==> src/rtl/nfc_cfg_defines.svh <==
// register offsets, field positions, reset values and pulse-width figures
// assumes inclusion by bare name from the design module and the bench
`ifndef NFC_CFG_DEFINES_SVH
`define NFC_CFG_DEFINES_SVH

// register indices; byte address is four times the index
`define IDX_BIT_RATE 8'h04
`define IDX_FRAMING 8'h05
`define IDX_OP_MODE 8'h08
`define IDX_STATUS 8'h09
`define ADDR_BIT_RATE 8'h10
`define ADDR_FRAMING 8'h14
`define ADDR_OP_MODE 8'h20
`define ADDR_STATUS 8'h24

`define RST_BIT_RATE 8'h00
`define RST_FRAMING 8'h00
`define RST_OP_MODE 8'h00

// bit rate register fields
`define TX_RATE_HI 5
`define TX_RATE_LO 4
`define RX_RATE_HI 1
`define RX_RATE_LO 0

// framing register fields
`define NO_TX_PAR_BIT 7
`define NO_RX_PAR_BIT 6
`define HEADER_BIT 5
`define PLEN_HI 4
`define PLEN_LO 1
`define ANTCOLL_BIT 0

// operation mode register fields
`define TARGET_BIT 4
`define OM_HI 3
`define OM_LO 0

// pulse width base and signed step limit per rate, in carrier periods
`define PW_BASE_128 6'h23
`define PW_BASE_64 6'h12
`define PW_BASE_32 6'h09
`define PW_BASE_16 6'h05
`define PW_LIM_128 4'h8
`define PW_LIM_64 4'h6
`define PW_LIM_32 4'h4
`define PW_LIM_16 4'h3

`define OM_PT_TYPEA 4'h1
`define OM_PT_TYPEF 4'h4
`define TRANSPORT_SB 8'hF0
`define RESP_OKAY 2'h0
`define RESP_SLVERR 2'h2

`endif

==> src/rtl/nfc_cfg_pkg.sv <==
// types shared by the framing configuration block
// assumes nfc_cfg_defines.svh is on the include path
`default_nettype none
package nfc_cfg_pkg;
  typedef enum logic [1:0] {
    RATE_FC128 = 2'h0,
    RATE_FC64 = 2'h1,
    RATE_FC32 = 2'h2,
    RATE_FC16 = 2'h3
  } rate_e;

  typedef struct packed {
    logic tx_parity_gen;
    logic rx_raw;
    logic tx_header_en;
    logic rx_skip_sb;
    logic antcoll;
  } framing_ctl_s;

  typedef struct packed {
    logic use_passive_drive;
    logic rate_detect_a;
    logic rate_detect_om2;
  } drive_ctl_s;
endpackage
`default_nettype wire

==> src/rtl/nfc_framing_cfg.sv <==
// bit-rate and type A framing configuration bank behind an AXI4-Lite slave
// assumes one clock, synchronous reset, master keeps one write and one read open
//
// Notes on behaviour
// - passive target or detection uses passive drive
// - tx rate bits 5:4 select fc/128..fc/16
// - rx rate bits 1:0 same four codes
// - unsupported pulse code disables tx, unsupported raw receive disables rx
// - no tx parity, send without CRC
// - raw receive keeps parity, only 106 kbit/s
// - parity options only in reader modes
// - transport header adds F0 and length
// - pulse field bits 4:1 in carrier periods
// - fc/128 width 35 plus signed field
// - faster rates base 18/9/5, limited range
// - target with op_mode_bit3 runs rate detection
//
// Design decision made here: the AXI4-Lite register port.
`timescale 1ns/1ps
`default_nettype none
`include "nfc_cfg_defines.svh"

module nfc_framing_cfg (
  // clock and reset
  input wire logic clk_in,
  input wire logic rst_in,
  // axi4-lite write address and data
  input wire logic [7:0] awaddr_in,
  input wire logic awvalid_in,
  output logic awready_out,
  input wire logic [31:0] wdata_in,
  input wire logic [3:0] wstrb_in,
  input wire logic wvalid_in,
  output logic wready_out,
  // axi4-lite write response
  output logic [1:0] bresp_out,
  output logic bvalid_out,
  input wire logic bready_in,
  // axi4-lite read
  input wire logic [7:0] araddr_in,
  input wire logic arvalid_in,
  output logic arready_out,
  output logic [31:0] rdata_out,
  output logic [1:0] rresp_out,
  output logic rvalid_out,
  input wire logic rready_in,
  // requests from the sequencer
  input wire logic tx_req_in,
  input wire logic rx_req_in,
  // decoded settings to the coder and front end
  output nfc_cfg_pkg::rate_e tx_rate_out,
  output nfc_cfg_pkg::rate_e rx_rate_out,
  output logic tx_en_out,
  output logic rx_en_out,
  output logic [5:0] pulse_width_out,
  output nfc_cfg_pkg::framing_ctl_s framing_out,
  output nfc_cfg_pkg::drive_ctl_s drive_out
);

  // configuration storage, reserved bits are not stored at all
  logic [1:0] tx_rate_ff, nxt_tx_rate;
  logic [1:0] rx_rate_ff, nxt_rx_rate;
  logic [7:0] framing_ff, nxt_framing;
  logic [4:0] op_mode_ff, nxt_op_mode;

  // bus handshake state
  logic aw_held_ff, nxt_aw_held;
  logic w_held_ff, nxt_w_held;
  logic [7:0] aw_addr_ff, nxt_aw_addr;
  logic [31:0] w_data_ff, nxt_w_data;
  logic w_strb0_ff, nxt_w_strb0;
  logic bvalid_ff, nxt_bvalid;
  logic [1:0] bresp_ff, nxt_bresp;
  logic rvalid_ff, nxt_rvalid;
  logic [31:0] rdata_ff, nxt_rdata;
  logic [1:0] rresp_ff, nxt_rresp;

  // registered outputs
  logic tx_en_ff, nxt_tx_en;
  logic rx_en_ff, nxt_rx_en;
  logic [5:0] pw_ff, nxt_pw;
  nfc_cfg_pkg::framing_ctl_s fr_ff, nxt_fr;
  nfc_cfg_pkg::drive_ctl_s dr_ff, nxt_dr;

  // decoded mode
  logic target, detect_mode, passive_target, reader;
  logic signed [4:0] plen_s;
  logic [3:0] plen_mag;
  logic [5:0] pw_base;
  logic [3:0] pw_lim;
  logic pulse_ok, raw_ok;
  logic wr_go;
  logic awready_ff, wready_ff, arready_ff;
  logic nxt_awready, nxt_wready, nxt_arready;

  always_comb begin
    target = op_mode_ff[`TARGET_BIT];
    detect_mode = target & op_mode_ff[`OM_HI];
    passive_target = target & ((op_mode_ff[`OM_HI:`OM_LO] == `OM_PT_TYPEA) |
                               (op_mode_ff[`OM_HI:`OM_LO] == `OM_PT_TYPEF));
    reader = ~target;
    plen_s = 5'(signed'(framing_ff[`PLEN_HI:`PLEN_LO]));
    plen_mag = plen_s[4] ? 4'(-plen_s) : plen_s[3:0];
    unique case (nfc_cfg_pkg::rate_e'(tx_rate_ff))
      nfc_cfg_pkg::RATE_FC128: begin
        pw_base = `PW_BASE_128;
        pw_lim = `PW_LIM_128;
      end
      nfc_cfg_pkg::RATE_FC64: begin
        pw_base = `PW_BASE_64;
        pw_lim = `PW_LIM_64;
      end
      nfc_cfg_pkg::RATE_FC32: begin
        pw_base = `PW_BASE_32;
        pw_lim = `PW_LIM_32;
      end
      nfc_cfg_pkg::RATE_FC16: begin
        pw_base = `PW_BASE_16;
        pw_lim = `PW_LIM_16;
      end
    endcase
    // undefined pulse codes leave no safe waveform, so tx stops
    pulse_ok = (plen_mag <= pw_lim) & ~(plen_s == -5'sd8 && tx_rate_ff != 2'h0);
    // raw receive outside 106 kbit/s is unsupported
    raw_ok = ~(framing_ff[`NO_RX_PAR_BIT] & reader & (rx_rate_ff != 2'h0));
  end

  // outputs follow the stored settings one cycle later
  always_comb begin
    nxt_pw = 6'(pw_base + 6'(plen_s));
    nxt_tx_en = tx_req_in & pulse_ok;
    nxt_rx_en = rx_req_in & raw_ok;
    nxt_fr.tx_parity_gen = ~(framing_ff[`NO_TX_PAR_BIT] & reader);
    nxt_fr.rx_raw = framing_ff[`NO_RX_PAR_BIT] & reader & raw_ok;
    // header is forced off in detection, protecting against a bad setting
    nxt_fr.tx_header_en = framing_ff[`HEADER_BIT] & ~detect_mode;
    nxt_fr.rx_skip_sb = framing_ff[`HEADER_BIT] & ~detect_mode;
    nxt_fr.antcoll = framing_ff[`ANTCOLL_BIT];
    nxt_dr.use_passive_drive = passive_target | detect_mode;
    nxt_dr.rate_detect_a = detect_mode & op_mode_ff[0];
    nxt_dr.rate_detect_om2 = detect_mode & op_mode_ff[2];
  end

  // write channel: address and data taken in either order
  always_comb begin
    nxt_aw_held = aw_held_ff;
    nxt_w_held = w_held_ff;
    nxt_aw_addr = aw_addr_ff;
    nxt_w_data = w_data_ff;
    nxt_w_strb0 = w_strb0_ff;
    nxt_bvalid = bvalid_ff;
    nxt_bresp = bresp_ff;
    nxt_tx_rate = tx_rate_ff;
    nxt_rx_rate = rx_rate_ff;
    nxt_framing = framing_ff;
    nxt_op_mode = op_mode_ff;
    wr_go = aw_held_ff & w_held_ff & ~bvalid_ff;
    if (awvalid_in && !aw_held_ff) begin
      nxt_aw_held = 1'b1;
      nxt_aw_addr = awaddr_in;
    end
    if (wvalid_in && !w_held_ff) begin
      nxt_w_held = 1'b1;
      nxt_w_data = wdata_in;
      nxt_w_strb0 = wstrb_in[0];
    end
    if (bvalid_ff && bready_in) begin
      nxt_bvalid = 1'b0;
    end
    if (wr_go) begin
      nxt_aw_held = 1'b0;
      nxt_w_held = 1'b0;
      nxt_bvalid = 1'b1;
      nxt_bresp = `RESP_OKAY;
      unique case (aw_addr_ff)
        `ADDR_BIT_RATE: begin
          if (w_strb0_ff) begin
            nxt_tx_rate = w_data_ff[`TX_RATE_HI:`TX_RATE_LO];
            nxt_rx_rate = w_data_ff[`RX_RATE_HI:`RX_RATE_LO];
          end
        end
        `ADDR_FRAMING: begin
          if (w_strb0_ff) begin
            nxt_framing = w_data_ff[7:0];
          end
        end
        `ADDR_OP_MODE: begin
          if (w_strb0_ff) begin
            nxt_op_mode = w_data_ff[4:0];
          end
        end
        `ADDR_STATUS: begin
          nxt_bresp = `RESP_OKAY;
        end
        default: begin
          nxt_bresp = `RESP_SLVERR;
        end
      endcase
    end
    nxt_awready = ~nxt_aw_held;
    nxt_wready = ~nxt_w_held;
  end

  // read channel; upper and reserved bits read as zero
  always_comb begin
    nxt_rvalid = rvalid_ff;
    nxt_rdata = rdata_ff;
    nxt_rresp = rresp_ff;
    if (rvalid_ff && rready_in) begin
      nxt_rvalid = 1'b0;
    end
    if (arvalid_in && !rvalid_ff) begin
      nxt_rvalid = 1'b1;
      nxt_rresp = `RESP_OKAY;
      unique case (araddr_in)
        `ADDR_BIT_RATE: nxt_rdata = {26'h0, tx_rate_ff, 2'h0, rx_rate_ff};
        `ADDR_FRAMING: nxt_rdata = {24'h0, framing_ff};
        `ADDR_OP_MODE: nxt_rdata = {27'h0, op_mode_ff};
        `ADDR_STATUS: nxt_rdata = {21'h0, pulse_ok, raw_ok, tx_en_ff, rx_en_ff,
                                   detect_mode, pw_ff};
        default: begin
          nxt_rdata = 32'h0000_0000;
          nxt_rresp = `RESP_SLVERR;
        end
      endcase
    end
    nxt_arready = ~nxt_rvalid;
  end

  always_ff @(posedge clk_in) begin
    if (rst_in) begin
      tx_rate_ff <= 2'(`RST_BIT_RATE >> `TX_RATE_LO);
      rx_rate_ff <= 2'(`RST_BIT_RATE >> `RX_RATE_LO);
      framing_ff <= `RST_FRAMING;
      op_mode_ff <= 5'(`RST_OP_MODE);
      aw_held_ff <= 1'b0;
      w_held_ff <= 1'b0;
      aw_addr_ff <= 8'h00;
      w_data_ff <= 32'h0000_0000;
      w_strb0_ff <= 1'b0;
      bvalid_ff <= 1'b0;
      bresp_ff <= 2'h0;
      rvalid_ff <= 1'b0;
      rdata_ff <= 32'h0000_0000;
      rresp_ff <= 2'h0;
      tx_en_ff <= 1'b0;
      rx_en_ff <= 1'b0;
      pw_ff <= `PW_BASE_128;
      fr_ff <= 5'h10;
      dr_ff <= 3'h0;
      awready_ff <= 1'b1;
      wready_ff <= 1'b1;
      arready_ff <= 1'b1;
    end else begin
      tx_rate_ff <= nxt_tx_rate;
      rx_rate_ff <= nxt_rx_rate;
      framing_ff <= nxt_framing;
      op_mode_ff <= nxt_op_mode;
      aw_held_ff <= nxt_aw_held;
      w_held_ff <= nxt_w_held;
      aw_addr_ff <= nxt_aw_addr;
      w_data_ff <= nxt_w_data;
      w_strb0_ff <= nxt_w_strb0;
      bvalid_ff <= nxt_bvalid;
      bresp_ff <= nxt_bresp;
      rvalid_ff <= nxt_rvalid;
      rdata_ff <= nxt_rdata;
      rresp_ff <= nxt_rresp;
      tx_en_ff <= nxt_tx_en;
      rx_en_ff <= nxt_rx_en;
      pw_ff <= nxt_pw;
      fr_ff <= nxt_fr;
      dr_ff <= nxt_dr;
      awready_ff <= nxt_awready;
      wready_ff <= nxt_wready;
      arready_ff <= nxt_arready;
    end
  end

  assign awready_out = awready_ff;
  assign wready_out = wready_ff;
  assign bvalid_out = bvalid_ff;
  assign bresp_out = bresp_ff;
  assign arready_out = arready_ff;
  assign rvalid_out = rvalid_ff;
  assign rdata_out = rdata_ff;
  assign rresp_out = rresp_ff;
  assign tx_rate_out = nfc_cfg_pkg::rate_e'(tx_rate_ff);
  assign rx_rate_out = nfc_cfg_pkg::rate_e'(rx_rate_ff);
  assign tx_en_out = tx_en_ff;
  assign rx_en_out = rx_en_ff;
  assign pulse_width_out = pw_ff;
  assign framing_out = fr_ff;
  assign drive_out = dr_ff;
endmodule

`default_nettype wire

==> config.mk <==
export PLATFORM = sky130hd
export DESIGN_NAME = nfc_framing_cfg
export DESIGN_NICKNAME = d
export VERILOG_FILES = /design/src/rtl/nfc_cfg_pkg.sv /design/src/rtl/nfc_framing_cfg.sv
export VERILOG_INCLUDE_DIRS = /design/src /design/src/rtl
export SDC_FILE = /design/constraint.sdc
export NUM_CORES = 1
export LEC_CHECK = 0
export BUFFER_PORTS_ARGS = -buffer_cell sky130_fd_sc_hd__buf_4
export CAP_MARGIN = 15
export CELL_PAD_IN_SITES_DETAIL_PLACEMENT = 1
export CELL_PAD_IN_SITES_GLOBAL_PLACEMENT = 2
export CORE_MARGIN = 3
export CORE_UTILIZATION = 29
export CTS_BUF_LIST = sky130_fd_sc_hd__clkbuf_8
export DETAILED_ROUTE_END_ITERATION = 10
export PLACE_DENSITY_LB_ADDON = 0.1
export SLEW_MARGIN = 20
export SYNTH_ARGS = -nofsm -noshare
export SYNTH_HDL_FRONTEND = slang
export SYNTH_SLANG_ARGS = --single-unit
export TNS_END_PERCENT = 50
==> constraint.sdc <==
create_clock -name clk_in -period 2.35 [get_ports clk_in]
set_clock_uncertainty 0.15 [all_clocks]
set_input_delay 0.47 -clock clk_in [delete_from_list [all_inputs] [get_ports clk_in]]
set_output_delay 0.47 -clock clk_in [all_outputs]
set_load 0.01 [all_outputs]
==> results of run 1 <==
[logic make-up (layout without fill, tap and decap cells)]
logic type | count (synthesis) | count (layout) | synth area share, %
simple gates | 128 | 128 | 21.1
other cells | 1 | 23 | 0.114
buf+inv | 48 | 109 | 8.46
mux | 26 | 26 | 7.92
fa+ha+maj | 17 | 17 | 6.70
compound gates | 63 | 63 | 12.1
xor+xnor | 6 | 6 | 1.60
flops | 69 | 69 | 42.1
[layout make-up]
cell class                      count  area share (%)
Tap cell                          140            4.26
Timing Repair Buffer               83            15.1
Inverter                           11            1.00
Sequential cell                    69            33.6
Clock buffer                        9            3.01
Multi-Input combinational cell    263            41.5
Clock inverter                      6            1.55
[where the power goes]
part | internal, W | total (W) | switching (W)
Clock | 0.000484 | 0.000950 | 0.000466
Sequential | 0.00120 | 0.00123 | 0.0000300
Combinational | 0.0000948 | 0.000212 | 0.000117
Total | 0.00178 | 0.00239 | 0.000613
[cell usage in the layout, fill, tap and decap left out, types with 2 or more instances in the layout]
master / netlist / routed
a21oi_1: 18 / 18
a22o_1: 2 / 2
a22oi_1: 10 / 10
and3_1: 8 / 8
and4_1: 2 / 2
buf_4: 24 / 83
clkbuf_8: 0 / 9
clkinv_2: 0 / 2
clkinvlp_4: 0 / 2
conb_1: 1 / 23
dfxtp_1: 69 / 69
ha_1: 16 / 16
inv_1: 11 / 11
mux2i_1: 26 / 26
nand2_1: 29 / 29
nand2b_1: 5 / 5
nand3_1: 8 / 8
nand4b_1: 2 / 2
nor2_1: 42 / 42
nor2b_1: 8 / 8
nor3_1: 3 / 3
nor4_4: 2 / 2
nor4b_1: 3 / 3
o211ai_1: 2 / 2
o21a_1: 4 / 4
o21ai_0: 13 / 13
o21ai_1: 3 / 3
o22a_1: 2 / 2
o22ai_1: 3 / 3
or2_2: 2 / 2
or4_1: 2 / 2
or4b_2: 2 / 2
xnor2_1: 4 / 4
xor2_1: 2 / 2
[stage by stage]
step                      util [%]  cells  hold slack [ns]  total power (W)  instance area [sq um]
after floorplan                  -    380            0.220          0.00141                   3370
after detailed placement      35.9    566            0.296          0.00147                   3930
after global placement        35.9    566            0.298          0.00147                   3930
after CTS                     37.6    581            0.142          0.00243                   4120
final                         37.6    581            0.166          0.00239                   4120
after global routing          37.6    581            0.139          0.00252                   4120
[worst max-delay path: stages, from the launching register on]
cell and delay [ns]:
dfxtp_1 0.41, ha_1 0.23, inv_1 0.06, ha_1 0.20, fa_1 0.41, a21o_1 0.17
a21oi_1 0.16, xor2_1 0.19, nor2_1 0.05
[worst max-delay path by stage]
stage	cells past startpoint	from	slack, ns	endpoint
2_1_floorplan	9	tx_rate_out[1]	0.20	pulse_width_out[4]
3_3_place_gp	8	tx_rate_out[0]	0.19	pulse_width_out[4]
3_5_place_dp	8	tx_rate_out[0]	0.18	pulse_width_out[4]
4_1_cts	8	tx_rate_out[0]	0.16	pulse_width_out[4]
5_1_grt	9	tx_rate_out[0]	0.04	rdata_out[10]
6_report	8	tx_rate_out[0]	0.20	pulse_width_out[4]
[sequential cells by signal, indices dropped and copies added (netlist names), 2 cells and up]
signal and cells:
w_data_ff 8, op_mode_ff 5, pulse_width_out 6, drive_out 3
tx_rate_out 2, rx_rate_out 2, framing_ff 8, aw_addr_ff 8
framing_out 4, rdata_out 11
[routing by layer]
metal | routed length, microns | part of all wire (%)
met1 | 4240 | 49
met2 | 3790 | 44
met3 | 514 | 6.0
met4 | 75 | 0.87
met5 | 0 | 0
==> impl_results.rst, run 1 <==
.. list-table::
   :header-rows: 1

   * - Metric
     - Value
   * - Core Footprint
     - roughly 11000 sq um
   * - Endpoint kind of the worst setup timing path
     - flop
   * - Cts repair resizes
     - 0
   * - Count of endpoints failing hold in the final timing report
     - 0
   * - Clock transition at the registers of the reported paths
     - about 0.08 ns
   * - Register Area
     - about 1400 sq um
   * - Launching element type of the critical path
     - flop
   * - Number of fill cells
     - around 1300
   * - RSZ-0062 raised after global routing
     - false
   * - Routing layer with the top usage in global route
     - met2
   * - Met2 usage in global routing
     - 21.3%
   * - Die boundary width
     - about 110 microns
   * - Fraction of synthesized cell area taken by the top area cell type
     - between 40 and 50%
   * - Worst-case hold path end point
     - awready_out
   * - Crit-path max FO
     - 5
   * - Setup slack of the worst register-to-register path
     - about 0.20 ns
   * - Ys async rst share
     - 0%
   * - Required time at the worst-slack endpoint
     - between 2 and 2.5 ns
   * - Number of detailed-route iterations in the first pass
     - 4
   * - Dominant cells by area after synthesis
     - dfxtp_1, mux2i_1, ha_1, buf_4, nor2_1
   * - Area taken by multi-input logic gates
     - around 1700 sq um
   * - Pre-CTS setup slack
     - 0.175 ns
   * - Dominant register cell in the synthesized netlist
     - dfxtp_1
   * - Net count, final
     - 515
   * - Shortest period the worst path allows
     - 2.15 ns
   * - Startpoint of the most critical hold path
     - awvalid_in
   * - Sum of negative setup slack
     - 0 ns
   * - Htree depth
     - 3
   * - Number of vias after detailed routing
     - 2707
   * - Wire length of the first global-routing pass
     - 14.0 mm
   * - Leading post-synthesis cells by instance count
     - dfxtp_1, nor2_1, nand2_1
   * - Post-DP HPWL
     - 6.73 mm
   * - Synthesis-stage register bit count
     - 69
   * - Reg-to-reg critical path startpoint
     - tx_rate_out[0]
   * - CTS tree
     - built
   * - Sequential area share after synthesis
     - a little over two fifths
   * - Cell area after synthesis
     - between 3000 and 4000 sq um
   * - Die footprint
     - around 13000 sq um
   * - Count of final setup violators
     - 0
   * - Maximum number of pins on one net before global-route repair
     - 39
   * - Number of global-route vias before repair
     - between 2000 and 3000
   * - Final RePlAce weighted congestion
     - 0.779
   * - Post-route ant nets
     - 0
   * - Synthesis-to-layout area growth
     - 25.3%
   * - Dominant cell by count in the synthesized netlist
     - dfxtp_1
   * - Final antenna diode count
     - 0
   * - Run status
     - finished, final reports clean
   * - Worst Tran Pin Value
     - slightly above 0.5 ns
   * - Worst Hold Depth
     - 2
   * - Number of antenna violations at the first check in global routing
     - 0
   * - Remaining design rule violation count
     - 0
   * - Ratio of cells with drive above 1 in the final layout
     - roughly a quarter
   * - Number of cells traversed by the worst register-to-register path
     - 8
   * - Leak pwr
     - 1.73 nW
   * - Height of the chip
     - between 100 and 150 microns
   * - Number of instances in the synthesized netlist
     - 358
   * - Class of the worst hold path
     - input pin to flop
   * - Count of max-cap constraint violations
     - 0
   * - Worst path arrival time
     - roughly 2.2 ns
   * - Overflow left after global routing
     - 0
   * - Met1 usage in global routing
     - between 10% and 20%
   * - Standard-cell rows
     - 38
   * - Number of max-slew violations in the final report
     - 0
   * - Starting Density
     - a little under a third
   * - Setup ws final
     - between 0.2 and 0.25 ns
   * - Number of buffers inserted during clock tree synthesis
     - 9
   * - Worst-skew pair later-pin latency
     - about 0.34 ns
   * - Pwr per Cell Area
     - 581 nW/um^2
   * - I/O pin count
     - 122
   * - Hold buffer count at CTS
     - 0
   * - Number of violations reported at the end of detailed-routing iteration 0
     - 78
   * - Vias/cell
     - ~4.7
   * - Crit Reg-Reg Endpoint
     - pulse_width_out[4]
   * - Maximum clock path buffer count
     - 2
   * - Count of distinct cell types in the synthesized netlist
     - approximately 50
   * - Worst ir drop on vdd
     - between 200 and 250 uV
   * - Wire per inst
     - ~15 microns
   * - Routed wire length
     - 8.62 mm
   * - WS Path Type
     - flop to flop
   * - Port Buf Inserts
     - between 70 and 80
   * - Final Cycle Share
     - about nine tenths
   * - Top achievable clock speed
     - 466 MHz
   * - Yosys warnings
     - 0
   * - Post-CTS setup-driven buffer insertion count
     - 0
   * - Sinks on Clock Net
     - between 60 and 70
   * - Synth Area per Inst
     - approximately 9.2 sq um
   * - Number of synthesized flops with an enable pin
     - 0
   * - Total global routing track utilization
     - 13.9%
   * - Cell taking the most area after synthesis
     - dfxtp_1
   * - Slew margin rel.
     - about two thirds
   * - Buffer type at the clock tree root
     - clkbuf_8
   * - Met3 track utilization from global routing
     - 4.26%
(Power assumes the default switching activity.)
==> run 2, diff against run 1 <==
--- a/config.mk
+++ b/config.mk
@@ -15,5 +15,5 @@
 export CTS_BUF_LIST = sky130_fd_sc_hd__clkbuf_8
 export DETAILED_ROUTE_END_ITERATION = 10
-export PLACE_DENSITY_LB_ADDON = 0.1
+export PLACE_DENSITY_LB_ADDON = 0.25
 export SLEW_MARGIN = 20
 export SYNTH_ARGS = -nofsm -noshare
==> constraint.sdc (replaced) <==
create_clock -name clk_in -period 2.35 [get_ports clk_in]
set_clock_uncertainty 0.15 [all_clocks]
set_input_delay 0.235 -clock clk_in [delete_from_list [all_inputs] [get_ports clk_in]]
set_output_delay 0.235 -clock clk_in [all_outputs]
set_load 0.01 [all_outputs]
==> run 2 against run 1 <==
Effect of this change: sequential cell count is the same; core utilization grew 2.0 points; hold slack lost 0.057 ns; via count grew 3.4%; global-route usage is essentially flat; cell count grew 4.0%.
==> impl_results.rst, run 2 (synthesis gave the netlist of run 1 again) <==
.. list-table::
   :header-rows: 1

   * - Metric
     - Value
   * - Placed cell count
     - 564 (-0.35%)
   * - Sw Share
     - 25.8% (+0.19 points)
   * - Clock transition at the registers of the reported paths
     - 0.07 ns (about the same)
   * - Post-route ant nets
     - 0 (unchanged)
   * - Core Footprint
     - 10900 sq um (unchanged)
   * - I/O pin count
     - 122 (unchanged)
   * - Pwr per Cell Area
     - 547 nW/um^2 (-5.9%)
   * - Internal power
     - 0.00176 W (-1.0%)
   * - Endpoint kind of the worst setup timing path
     - flop
   * - Core utilization of the finished layout
     - 39.7% (+2.0 points)
   * - Worst Tran Pin Value
     - 0.503 ns (-0.00937 ns)
   * - Launching element type of the critical path
     - flop
   * - Leak pwr
     - 1.83 nW (+5.2%)
   * - Starting Density
     - 30.0% (unchanged)
   * - Pre-CTS setup slack
     - 0.224 ns (+0.0493 ns)
   * - Series of cell instances along the critical path
     - inv_1, buf_4, ha_1, inv_1, o21ai_0, ha_1, inv_1, o21ai_0, o211ai_1, a31o_2
   * - Class of the worst hold path
     - input pin to flop
   * - Post-CTS setup-driven buffer insertion count
     - 0 (unchanged)
   * - Non-filler cells, final
     - 604 (+4.0%)
   * - Overflow left after global routing
     - 0 (unchanged)
   * - Sequential fraction of design power
     - 51.9% (+0.5 points)
   * - Switching power summed over all nets
     - 0.000613 W (about the same)
   * - Area taken by multi-input logic gates
     - 1710 sq um (unchanged)
   * - Routed wire length
     - 8.67 mm (+0.52%)
   * - Buffer type at the clock tree root
     - clkbuf_8
   * - Maximum number of pins on one net before global-route repair
     - 48 (+23%)
   * - Number of fill cells
     - 1298 (-1.6%)
   * - Sinks on Clock Net
     - 69 (unchanged)
   * - Cell type of the slowest stage on the worst timing path
     - dfxtp_1
   * - Share of power burned in combinational logic
     - 10.2% (+1.3 points)
   * - Top achievable clock speed
     - 474 MHz (+1.9%)
   * - Crit-path max FO
     - 5 (unchanged)
   * - Wire per inst
     - 14.3 microns (-3.3%)
   * - Delay-heaviest family, CP
     - compound AO/OA/AOI/OAI gates
   * - Ratio of cells with drive above 1 in the final layout
     - 23.1% (-1.4 points)
   * - Height of the chip
     - 112 microns (unchanged)
   * - Required time at the worst-slack endpoint
     - 2.43 ns (about the same)
   * - Number of violations reported at the end of detailed-routing iteration 0
     - 100 (+28%)
   * - Die footprint
     - 12600 sq um (unchanged)
   * - Port Buf Inserts
     - 71 (unchanged)
   * - Vias/cell
     - 4.64 (-0.50%)
   * - Count of endpoints failing hold in the final timing report
     - 0 (unchanged)
   * - Remaining design rule violation count
     - 0 (unchanged)
   * - Count of final setup violators
     - 0 (unchanged)
   * - Number of antenna violations at the first check in global routing
     - 0 (unchanged)
   * - Worst path arrival time
     - 2.19 ns (-0.03 ns)
   * - Longest individual stage delay on the worst path
     - 0.33 ns (-0.08 ns)
   * - Final antenna diode count
     - 0 (unchanged)
   * - CTS tree
     - built
   * - Number of vias after detailed routing
     - 2800 (+3.4%)
   * - Most frequent standard cell in the layout excluding fill and tap cells
     - buf_4
   * - Number of flip-flops under the largest register name
     - 11 (unchanged)
   * - Run status
     - finished, final reports clean
   * - Number of detailed-route iterations in the first pass
     - 4 (unchanged)
   * - Sum of negative setup slack
     - 0 ns (unchanged)
   * - Standard-cell rows
     - 38 (unchanged)
   * - Top cell by count, worst path
     - inv_1
   * - Buffer and inverter count on the worst path
     - 4 (+3)
   * - RSZ-0062 raised after global routing
     - false
   * - Clock network fraction of total power
     - 37.9% (-1.8 points)
   * - Register Area
     - 1380 sq um (unchanged)
   * - Leading cell types in the layout, fill and taps excluded
     - buf_4, dfxtp_1, nor2_1, nand2_1, mux2i_1
   * - WS Path Type
     - flop to flop
   * - Cts repair resizes
     - 0 (unchanged)
   * - Number of max-slew violations in the final report
     - 0 (unchanged)
   * - Post-DP HPWL
     - 6.56 mm (-2.6%)
   * - Final RePlAce weighted congestion
     - 0.764 (-2.0%)
   * - Maximum clock path buffer count
     - 2 (unchanged)
   * - Setup ws final
     - 0.242 ns (+0.0403 ns)
   * - Worst-skew pair later-pin latency
     - 0.34 ns (about the same)
   * - Net count, final
     - 537 (+4.3%)
   * - Wire length of the first global-routing pass
     - 14.2 mm (+1.5%)
   * - Worst ir drop on vdd
     - 251 uV (+12%)
   * - Total global routing track utilization
     - 13.9% (about the same)
   * - Number of buffers inserted during clock tree synthesis
     - 9 (unchanged)
   * - Slew margin rel.
     - 66.5% (+0.70 points)
   * - Die boundary width
     - 112 microns (unchanged)
   * - Htree depth
     - 3 (unchanged)
   * - Final Cycle Share
     - 89.7% (-1.7 points)
   * - Shortest period the worst path allows
     - 2.11 ns (-0.0403 ns)
   * - Synthesis-to-layout area growth
     - 32.1%
   * - Count of max-cap constraint violations
     - 0 (unchanged)
   * - Number of global-route vias before repair
     - 2830 (+2.8%)
## run 2: cell type report
| cell class | count | share of cell area (%) |
|---|---|---|
| multi-input combinational | 263 | 39.4 |
| clock buffer | 11 | 3.49 |
| sequential | 69 | 31.8 |
| clock inverter | 5 | 0.779 |
| tap | 140 | 4.04 |
| inverter | 11 | 0.952 |
| timing repair buffer | 105 | 19.6 |
## run 2: power groups by stage
stage          registers [W]  clock network, W  logic [W]
2_1_floorplan        0.00125                 0   0.000153
3_3_place_gp         0.00126                 0   0.000208
3_5_place_dp         0.00126                 0   0.000211
4_1_cts              0.00123          0.000941   0.000243
5_1_grt              0.00124          0.000994   0.000270
6_report             0.00123          0.000900   0.000242
## run 2: worst reg2reg max path, stage by stage (launching register included)
cell and delay [ns]:
dfxtp_1 0.33, inv_1 0.05, buf_4 0.15, ha_1 0.20, inv_1 0.07, o21ai_0 0.10, ha_1 0.31, inv_1 0.04
o21ai_0 0.17, o211ai_1 0.17, a31o_2 0.26
## run 2: worst paths after layout
check,start,end,slack (ns),depth (start not counted)
setup / recovery,tx_rate_out[1],rdata_out[10],0.24,10
hold / removal,arvalid_in,arready_out,0.11,4
setup reg to reg,tx_rate_out[1],rdata_out[10],0.24,10
hold reg to reg,w_data_ff[6],w_data_ff[6],0.31,2
## run 2: repair_timing
action,in CTS,in global routing
setup endpoints to repair,0,0
hold endpoints to repair,29,0
hold buffers,24,0
## run 2: stage by stage
stage / hold slack, ns / power, W / area, sq um
floorplan: 0.185 / 0.00141 / 3370
global placement: 0.293 / 0.00147 / 3910
detailed placement: 0.292 / 0.00147 / 3910
CTS: 0.0907 / 0.00242 / 4340
global route: 0.118 / 0.00250 / 4340
finish: 0.108 / 0.00237 / 4340
## run 2: layer usage
metal	vias to the layer above	GRT usage (%)	part of all wire [%]	routed length, microns
met5	-	0	0	0
met4	0	4.57	0.81	70
met3	6	3.23	4.8	413
met2	73	21.9	46	3980
met1	1311	18.9	48	4200
li1	1410	-	-	-
